[src/inc/backoff_params.svh]
// Constants for the back-off, lock-select and address-wiring ends.
// Assumes inclusion by bare name from the package and both design files.
`ifndef BACKOFF_PARAMS_SVH
`define BACKOFF_PARAMS_SVH

// ------------------------------------------------------------
// Widths
// ------------------------------------------------------------
`define ADDR_HI            31
`define ADDR_LO            3
`define SET_W              13
`define TAG_W              12
`define CFA_W              3
`define CSL_W              2
`define SLICE_DATA_W       8
`define NIBBLE_W           4
`define PARITY_SLICES      2
`define STROBE_W           5

// ------------------------------------------------------------
// Strobe vector bit positions
// ------------------------------------------------------------
`define STB_INPUT          0
`define STB_OUTPUT         1
`define STB_END_OF_CYCLE   2
`define STB_SELECT         3
`define STB_ZERO_BUFFER    4

// ------------------------------------------------------------
// Timing and reset values
// ------------------------------------------------------------
`define CLK_PERIOD_NS      100
`define ABORT_PULSE_CLKS   1
`define ABORT_IDLE_N       1'b1
`define STROBE_IDLE_N      5'h1F

`endif

[src/inc/backoff_pkg.sv]
// Types shared by the controller end and the processor/SRAM end.
// Assumes the constants header sits on the include path.
`include "backoff_params.svh"

package backoff_pkg;

  // ------------------------------------------------------------
  // Abort pulse sequencer states
  // ------------------------------------------------------------
  typedef enum logic [1:0] {
    ST_IDLE  = 2'b00,  // No deadlock seen
    ST_ABORT = 2'b01,  // Abort outputs low this clock
    ST_HOLD  = 2'b10   // Wait for deadlock to clear
  } abort_state_t;

  // Lock protocol chosen at reset
  typedef enum logic {
    LOCK_CACHE   = 1'b0,  // Cache lock mode
    LOCK_ADDRESS = 1'b1   // Address lock mechanism
  } lock_mode_t;

  // Cache size chosen at reset
  typedef enum logic {
    SIZE_1MB = 1'b0,
    SIZE_2MB = 1'b1
  } cache_size_t;

endpackage : backoff_pkg

[src/inc/backoff_link_if.sv]
// Wires between the cache controller and the processor/SRAM end.
// Assumes both ends run on the same processor bus clock.
`timescale 1ns/100ps
`include "backoff_params.svh"

interface backoff_link_if;
  logic                                    lock_protocol_select;   // Lock strap pin
  logic                                    cpu_abort_request_n;    // Abort to processor
  logic                                    sram_abort_request_n;   // Abort to SRAM slices
  logic [`ADDR_HI:`ADDR_LO]                cpu_addr;               // Processor address
  logic                                    cpu_addr_oe;            // Address driven
  logic [`PARITY_SLICES-1:0][`SLICE_DATA_W-1:0] slice_cpu_data;    // Parity slice data
  logic                                    slice_cpu_data_oe;      // Slice data driven
  logic                                    mem_input_strobe_n;     // Strobed mode inputs
  logic                                    mem_output_strobe_n;
  logic                                    mem_end_of_cycle_n;
  logic                                    mem_slice_select_n;
  logic                                    mem_zero_buffer_transfer_n;

  // Controller end
  modport ctrl (
    input  lock_protocol_select,
    input  cpu_addr,
    input  cpu_addr_oe,
    output cpu_abort_request_n,
    output sram_abort_request_n
  );

  // Processor and SRAM end
  modport cpu (
    output lock_protocol_select,
    output cpu_addr,
    output cpu_addr_oe,
    output slice_cpu_data,
    output slice_cpu_data_oe,
    output mem_input_strobe_n,
    output mem_output_strobe_n,
    output mem_end_of_cycle_n,
    output mem_slice_select_n,
    output mem_zero_buffer_transfer_n,
    input  cpu_abort_request_n,
    input  sram_abort_request_n
  );
endinterface : backoff_link_if

[src/rtl/backoff_ctrl.sv]
// Cache controller end: lock strap capture, abort pulses, address wiring.
// Assumes the link interface, one bus clock, deadlock inputs on that clock.
//
// Contract
// Capture lock select while reset asserted
// Captured high selects address lock mechanism
// Captured low selects cache lock mode
// System holds lock select constant after reset
// Abort only on modified hit deadlock
// Each abort lasts exactly one clock
// Two identical aborts, asserted together
// Processor abandons cycle, floats its bus
// SRAM drops cycle state, memory side continues
// Strobed mode SRAM inputs glitch free
// Parity slices: enables high, parity low
// Address bits map per cache size
// Aborts idle from reset until deadlock
`timescale 1ns/100ps
`include "backoff_params.svh"

module backoff_ctrl
  import backoff_pkg::*;
(
  input  logic                     clk_i,                  // Bus clock
  input  logic                     rst_b_i,                // Sync reset, low
  input  logic                     ce_i,                   // Clock enable
  input  logic                     cache_size_2mb_i,       // Size strap pin
  input  logic                     inquire_hit_modified_i, // Inquire hit M line
  input  logic                     outstanding_cycle_i,    // CPU cycle pending
  input  logic                     final_ready_blocked_i,  // Last ready cannot come
  output logic                     address_lock_mode_o,    // Address lock in use
  output logic                     cache_lock_mode_o,      // Cache lock in use
  output logic                     cache_2mb_mode_o,       // 2 Mbyte wiring in use
  output logic                     abort_issued_o,         // Abort pulse copy
  output logic [`CSL_W-1:0]        chunk_select_o,         // Chunk select
  output logic [`CFA_W-1:0]        configurable_address_bits_o,
  output logic [`SET_W-1:0]        set_addr_o,             // Set index
  output logic [`TAG_W-1:0]        tag_addr_o,             // Tag
  backoff_link_if.ctrl             link
);

  // ------------------------------------------------------------
  // Address mapping function
  // ------------------------------------------------------------
  // Packs {csl, cfa, set, tag} from processor address bits
  localparam int MAP_W = `CSL_W + `CFA_W + `SET_W + `TAG_W;

  function automatic logic [MAP_W-1:0] map_addr(
    input logic [`ADDR_HI:`ADDR_LO] a,
    input cache_size_t              sz
  );
    logic [`CSL_W-1:0] csl;
    logic [`CFA_W-1:0] cfa;
    logic [`SET_W-1:0] set;
    logic [`TAG_W-1:0] tag;
    csl = a[4:3];
    if (sz == SIZE_2MB) begin
      // 2 Mbyte wiring
      cfa = {a[6], a[5], 1'b0};
      set = {a[19], a[18], a[17:7]};
      tag = {a[31], a[30:20]};
    end else begin
      // 1 Mbyte wiring
      cfa = {a[5], 1'b0, a[31]};
      set = {a[18], a[17:7], a[6]};
      tag = {a[30:20], a[19]};
    end
    map_addr = {csl, cfa, set, tag};
  endfunction : map_addr

  // ------------------------------------------------------------
  // Pin synchronisers
  // ------------------------------------------------------------
  logic                     lock_meta_reg;   // Lock strap, stage 1
  logic                     lock_sync_reg;   // Lock strap, stage 2
  logic                     size_meta_reg;   // Size strap, stage 1
  logic                     size_sync_reg;   // Size strap, stage 2
  logic [`ADDR_HI:`ADDR_LO] addr_meta_reg;   // Address, stage 1
  logic [`ADDR_HI:`ADDR_LO] addr_sync_reg;   // Address, stage 2

  // Two flops per pin; left unreset so they track pins during reset
  always_ff @(posedge clk_i) begin
    if (ce_i) begin
      lock_meta_reg <= link.lock_protocol_select;
      lock_sync_reg <= lock_meta_reg;
      size_meta_reg <= cache_size_2mb_i;
      size_sync_reg <= size_meta_reg;
      addr_meta_reg <= link.cpu_addr;
      addr_sync_reg <= addr_meta_reg;
    end
  end

  // ------------------------------------------------------------
  // Configuration capture
  // ------------------------------------------------------------
  lock_mode_t  lock_mode_reg;   // Captured lock protocol
  cache_size_t size_reg;        // Captured cache size

  // sample during reset
  // Strap values follow the synchronised pins while reset is low
  // and freeze at release; later pin activity is ignored.
  always_ff @(posedge clk_i) begin
    if (ce_i) begin
      if (!rst_b_i) begin
        lock_mode_reg <= lock_mode_t'(lock_sync_reg);
        size_reg      <= cache_size_t'(size_sync_reg);
      end
    end
  end

  // ------------------------------------------------------------
  // Lock mode and cache size outputs
  // ------------------------------------------------------------
  logic address_lock_reg;  // Address lock flag
  logic cache_lock_reg;    // Cache lock flag
  logic size_2mb_reg;      // Size flag

  // Mode flags decoded from the captured strap
  always_ff @(posedge clk_i) begin
    if (ce_i) begin
      // high means address lock
      address_lock_reg <= (lock_mode_reg == LOCK_ADDRESS);
      // low means cache lock
      cache_lock_reg   <= (lock_mode_reg == LOCK_CACHE);
      size_2mb_reg     <= (size_reg == SIZE_2MB);
    end
  end

  // ------------------------------------------------------------
  // Deadlock detection and abort sequencer
  // ------------------------------------------------------------
  abort_state_t state_reg;     // Sequencer state
  abort_state_t state_next;    // Next state
  logic         abort_n_reg;   // Processor abort, low active
  logic         sram_n_reg;    // SRAM abort, low active
  logic         issued_reg;    // Pulse copy for the user side
  wire          deadlock_w;    // Deadlock present
  wire          abort_now_w;   // Next clock is the abort clock

  // modified hit with blocked cycle
  assign deadlock_w  = inquire_hit_modified_i & outstanding_cycle_i & final_ready_blocked_i;
  assign abort_now_w = (state_next == ST_ABORT);

  // Next state: one abort per deadlock occurrence
  always_comb begin
    state_next = state_reg;
    case (state_reg)
      // Wait for a deadlock
      ST_IDLE: begin
        if (deadlock_w) begin
          state_next = ST_ABORT;
        end
      end
      // leave after one clock
      ST_ABORT: begin
        state_next = deadlock_w ? ST_HOLD : ST_IDLE;
      end
      // Hold off until the deadlock has cleared
      ST_HOLD: begin
        if (!deadlock_w) begin
          state_next = ST_IDLE;
        end
      end
      default: begin
        state_next = ST_IDLE;
      end
    endcase
  end

  // State and abort flops
  always_ff @(posedge clk_i) begin
    if (ce_i && !rst_b_i) begin
      // aborts idle from reset
      state_reg   <= ST_IDLE;
      abort_n_reg <= `ABORT_IDLE_N;
      sram_n_reg  <= `ABORT_IDLE_N;
      issued_reg  <= 1'b0;
    end else if (ce_i) begin
      state_reg   <= state_next;
      // both aborts together
      abort_n_reg <= ~abort_now_w;
      sram_n_reg  <= ~abort_now_w;
      issued_reg  <= abort_now_w;
    end
  end

  // ------------------------------------------------------------
  // Address wiring
  // ------------------------------------------------------------
  wire  [MAP_W-1:0]  map_w;     // Mapped address fields
  logic [MAP_W-1:0]  map_reg;   // Registered fields

  // size dependent bit map
  assign map_w = map_addr(addr_sync_reg, size_reg);

  // Register the mapped address so outputs come from flops
  always_ff @(posedge clk_i) begin
    if (ce_i && !rst_b_i) begin
      map_reg <= '0;
    end else if (ce_i) begin
      map_reg <= map_w;
    end
  end

  // ------------------------------------------------------------
  // Output wiring
  // ------------------------------------------------------------
  assign address_lock_mode_o         = address_lock_reg;
  assign cache_lock_mode_o           = cache_lock_reg;
  assign cache_2mb_mode_o            = size_2mb_reg;
  assign abort_issued_o              = issued_reg;
  assign link.cpu_abort_request_n    = abort_n_reg;
  assign link.sram_abort_request_n   = sram_n_reg;
  assign chunk_select_o              = map_reg[MAP_W-1 -: `CSL_W];
  assign configurable_address_bits_o = map_reg[`CFA_W+`SET_W+`TAG_W-1 -: `CFA_W];
  assign set_addr_o                  = map_reg[`SET_W+`TAG_W-1 -: `SET_W];
  assign tag_addr_o                  = map_reg[`TAG_W-1:0];

endmodule : backoff_ctrl

[src/flat_wrapper.sv]
// flat-port wrapper written by rule: the top's interface ports become plain ports
module backoff_ctrl_flat import backoff_pkg::*;
  (clk_i, rst_b_i, ce_i, cache_size_2mb_i, inquire_hit_modified_i, outstanding_cycle_i, final_ready_blocked_i, address_lock_mode_o, cache_lock_mode_o, cache_2mb_mode_o, abort_issued_o, chunk_select_o, configurable_address_bits_o, set_addr_o, tag_addr_o, link_lock_protocol_select, link_cpu_addr, link_cpu_addr_oe, link_cpu_abort_request_n, link_sram_abort_request_n);
  backoff_link_if link_i ();
  input  logic clk_i;
  input  logic rst_b_i;
  input  logic ce_i;
  input  logic cache_size_2mb_i;
  input  logic inquire_hit_modified_i;
  input  logic outstanding_cycle_i;
  input  logic final_ready_blocked_i;
  output logic address_lock_mode_o;
  output logic cache_lock_mode_o;
  output logic cache_2mb_mode_o;
  output logic abort_issued_o;
  output logic [`CSL_W-1:0] chunk_select_o;
  output logic [`CFA_W-1:0] configurable_address_bits_o;
  output logic [`SET_W-1:0] set_addr_o;
  output logic [`TAG_W-1:0] tag_addr_o;
  input wire logic [$bits(link_i.lock_protocol_select)-1:0] link_lock_protocol_select;
  input wire logic [$bits(link_i.cpu_addr)-1:0] link_cpu_addr;
  input wire logic [$bits(link_i.cpu_addr_oe)-1:0] link_cpu_addr_oe;
  output wire logic [$bits(link_i.cpu_abort_request_n)-1:0] link_cpu_abort_request_n;
  output wire logic [$bits(link_i.sram_abort_request_n)-1:0] link_sram_abort_request_n;
  assign link_i.lock_protocol_select = link_lock_protocol_select;
  assign link_i.cpu_addr = link_cpu_addr;
  assign link_i.cpu_addr_oe = link_cpu_addr_oe;
  assign link_cpu_abort_request_n = link_i.cpu_abort_request_n;
  assign link_sram_abort_request_n = link_i.sram_abort_request_n;
  backoff_ctrl u_core (.clk_i(clk_i), .rst_b_i(rst_b_i), .ce_i(ce_i), .cache_size_2mb_i(cache_size_2mb_i), .inquire_hit_modified_i(inquire_hit_modified_i), .outstanding_cycle_i(outstanding_cycle_i), .final_ready_blocked_i(final_ready_blocked_i), .address_lock_mode_o(address_lock_mode_o), .cache_lock_mode_o(cache_lock_mode_o), .cache_2mb_mode_o(cache_2mb_mode_o), .abort_issued_o(abort_issued_o), .chunk_select_o(chunk_select_o), .configurable_address_bits_o(configurable_address_bits_o), .set_addr_o(set_addr_o), .tag_addr_o(tag_addr_o), .link(link_i));
endmodule
[config.mk]
export PLATFORM = sky130hd
export DESIGN_NAME = backoff_ctrl_flat
export DESIGN_NICKNAME = d
export VERILOG_FILES = /design/src/inc/backoff_pkg.sv /design/src/inc/backoff_link_if.sv /design/src/rtl/backoff_ctrl.sv /design/src/flat_wrapper.sv
export VERILOG_INCLUDE_DIRS = /design/src /design/src/inc
export SDC_FILE = /design/constraint.sdc
export NUM_CORES = 1
export LEC_CHECK = 0
export BUFFER_PORTS_ARGS = -buffer_cell sky130_fd_sc_hd__buf_2
export CELL_PAD_IN_SITES_DETAIL_PLACEMENT = 1
export CELL_PAD_IN_SITES_GLOBAL_PLACEMENT = 2
export CORE_ASPECT_RATIO = 0.8
export CORE_MARGIN = 2
export CORE_UTILIZATION = 42
export CTS_BUF_LIST = sky130_fd_sc_hd__clkbuf_8
export DETAILED_ROUTE_END_ITERATION = 16
export PLACE_DENSITY = 0.89
export SYNTH_ARGS = -nofsm -noshare
export SYNTH_HDL_FRONTEND = slang
export SYNTH_SLANG_ARGS = --single-unit
[constraint.sdc]
create_clock -name clk_i -period 1.88 [get_ports clk_i]
set_input_delay 0.376 -clock clk_i [delete_from_list [all_inputs] [get_ports clk_i]]
set_output_delay 0.376 -clock clk_i [all_outputs]
set_load 0.01 [all_outputs]
==> results by group <==
Clocking
  • Root buf cell: clkbuf_8
  • H-tree depth: 3
  • CTS sink count: 101
  • Clock transition at the registers of the reported paths: 90 ps
  • Clk_lat worst skew: 350 ps
  • CTS tree: yes
  • # hold bufs at CTS: 0
  • TritonCTS Buffers: 9
  • Resized cells post-CTS: 0
  • Worst-case clock buffer depth: 2
  • Post-CTS setup buffer count: 0

Floorplanning
  • Top-Level Pins: 74
  • Die Wd: 104.9 µm
  • Die area: 8887 µm²
  • Core Box Area: 7910 µm²
  • Die height: 84.72 µm
  • Initial Utilization: 43.25%
  • Rows: 29

GRT
  • Gr ovfl total: 0
  • Met3 Usage GRT: 5.590%
  • Met1 usage: 18.58%
  • M2 GR Usage: 24.79%
  • First-pass GRT wire length: 10,090 µm
  • Busiest grt layer: met2
  • Largest net degree at the start of global routing: 43
  • Initial antenna violation count: 0
  • GRT Util Overall: 14.79%
  • Vias in the first global route: 2,053

Logic synthesis
  • Mapped Cells: 216
  • Warnings, synthesis: 0
  • Synth unique cells: 20
  • Number of flops mapped to enable cells by yosys: 67
  • Top-count cell post-synth: edfxtp_1
  • Syn Area/Cell: 15.84 µm²
  • Top cell type's share of synthesized area: 58.81%
  • Register area share after synthesis: 78.71%
  • Largest area contributor in the netlist: edfxtp_1
  • Top FF cell, synth: edfxtp_1
  • Cell Area, Synth: 3421 µm²
  • Post-Synthesis Net Count: 254
  • FFs w/ async S/R, synth: 0%
  • Post-synth top cells: edfxtp_1 (67), dfxtp_1 (34), inv_1 (33), mux2i_1 (26), o22ai_1 (26)
  • Synth Register Bits: 101
  • Area contributors post-synth: edfxtp_1 (59%), dfxtp_1 (20%), mux2i_1 (7.6%)

Hold path
  • Hold Crit Class: in -> reg
  • Sink of the worst hold path: u_core.addr_meta_reg[29]
  • Hold_sp: link_cpu_addr[26]
  • Hold Path Stages: 1

Place
  • Placed instance count: 392
  • I/O Buffers: 72
  • Final Wtd Congestion: 0.6920
  • DP HPWL: 4139 µm

Critical path
  • Critical Path AT: 1550 ps
  • Max incr delay on CP: 440 ps
  • Critical path buffers and inverters: 1
  • Kind of critical path: reg -> reg
  • CP endpoint kind: flip-flop
  • Worst Path Required: 2110 ps
  • Reg2reg end: u_core.map_reg[23]
  • Crit path depth: 3
  • Nature of the critical path startpoint: flip-flop
  • Worst r2r src: u_core.size_reg
  • R2r setup slk: 560 ps
  • CP max stage cell: buf_4
  • Crit-path leading delay family: buffers and inverters
  • Crit Path Max Fanout: 29
  • Cell Chain, Critical Path: buf_4, mux2i_1, o22ai_1
  • Worst Reg-to-Reg Cells: 3

Finish
  • Synthesis-to-finish area growth: 21.32%
  • Nets: 333
  • Final Non-Filler Cells: 408
  • Fillers: 815
  • Layout cells sized above 1: 32.67%
  • Ant diodes: 0
  • Max reg flops: 30

STA
  • Final hold vios: 0
  • RSZ-0062 raised after global routing: no
  • Slew @ Worst Pin: 509.5 ps
  • Max-slew violations: 0
  • Final setup viols: 0
  • Period utilization: 70.17%
  • TNS Setup: 0 ps
  • Relative slew slack: 66.03%
  • Worst Skew: 6.639 ps
  • Post-route minimum period: 1319 ps
  • Max Clk Rate: 758.0 MHz

Drt
  • DR vias: 1,936
  • Routed len/inst: 14.84 µm
  • Total length of routed wires: 6055 µm
  • Vias/cell: 4.745
  • 1st-iter DRT viols: 59
  • DR DRC count: 0
  • Router iterations before antenna repair: 4
  • Post-DRT Antenna Nets: 0

Outcome
  • Outcome: complete, no violations

Job
  • Max-Cap Viols: 0

Power
  • Pwr dens: 1040 nW/µm²
  • Leak: 1.692 nW
  • Peak supply drop: 0.6473 mV
[cell families after synthesis]
logic type             after synthesis  synth area share (%)
AND/OR/NAND/NOR                      9                 2.012
flip-flops                         101                 78.71
buffers and inverters               45                 5.413
AO/OA/AOI/OAI                       35                 6.255
multiplexers                        26                 7.608
[layout make-up]
type                            instances  area (µm²)  area share [%]
Sequential cell                       101        2693           64.88
Multi-Input combinational cell         70       543.0           13.08
Timing Repair Buffer                   80       447.9           10.79
Clock buffer                           10       137.6           3.316
Tap cell                              108       135.1           3.256
Inverter                               33       123.9           2.985
Clock inverter                          6       70.07           1.688
[power breakdown]
group / switching, W / internal, W / total, W / leakage [nW]
combinational: 0.000182 / 0.000148 / 0.000329 / 0.660
sequential: 0.0000693 / 0.00255 / 0.00262 / 0.937
clock: 0.000711 / 0.000658 / 0.00137 / 0.0951
[metrics by stage]
stage | util [%] | instance area [µm²] | power [W] | hold slack (ps) | worst slack, ps
finish | 52.47 | 4150 | 0.004317 | 193.6 | 560.8
global route | 52.47 | 4150 | 0.004524 | 160.8 | 507.5
CTS | 52.47 | 4150 | 0.004394 | 172.6 | 534.1
detailed placement | 49.84 | 3943 | 0.003007 | 405.7 | 379.4
global placement | 49.84 | 3943 | 0.002981 | 400.1 | 424.4
floorplan | - | 3421 | 0.002813 | 400.3 | 572.9
[layer usage]
metal | vias up | share of wire [%]
li1 | 935 | -
met1 | 940 | 45
met2 | 56 | 49
met3 | 5 | 6.0
met4 | 0 | 0.71
met5 | - | 0
[worst max path at each step]
| stage | start | slack [ps] | to |
|---|---|---|---|
| after floorplan | rst_b_i | 570 | u_core.link.sram_abort_request_n |
| after global placement | rst_b_i | 420 | u_core.link.sram_abort_request_n |
| after detailed placement | rst_b_i | 380 | u_core.link.sram_abort_request_n |
| after CTS | u_core.size_reg | 530 | u_core.map_reg[23] |
| after global routing | u_core.size_reg | 510 | u_core.map_reg[23] |
| final | u_core.size_reg | 560 | u_core.map_reg[23] |
[placed cells by master (no fill, tap or decap), types with 2 or more instances in the layout]
cell | netlist | layout
nand3_1 | 2 | 2
clkbuf_8 | 0 | 10
o21ai_1 | 2 | 2
dfxtp_1 | 34 | 34
buf_4 | 3 | 7
clkinvlp_4 | 0 | 3
buf_2 | 4 | 71
mux2i_1 | 26 | 26
edfxtp_1 | 67 | 67
inv_1 | 33 | 33
o22ai_1 | 26 | 26
buf_12 | 0 | 2
o21ai_0 | 5 | 5
Note: power is estimated with default switching activity, not from simulation.
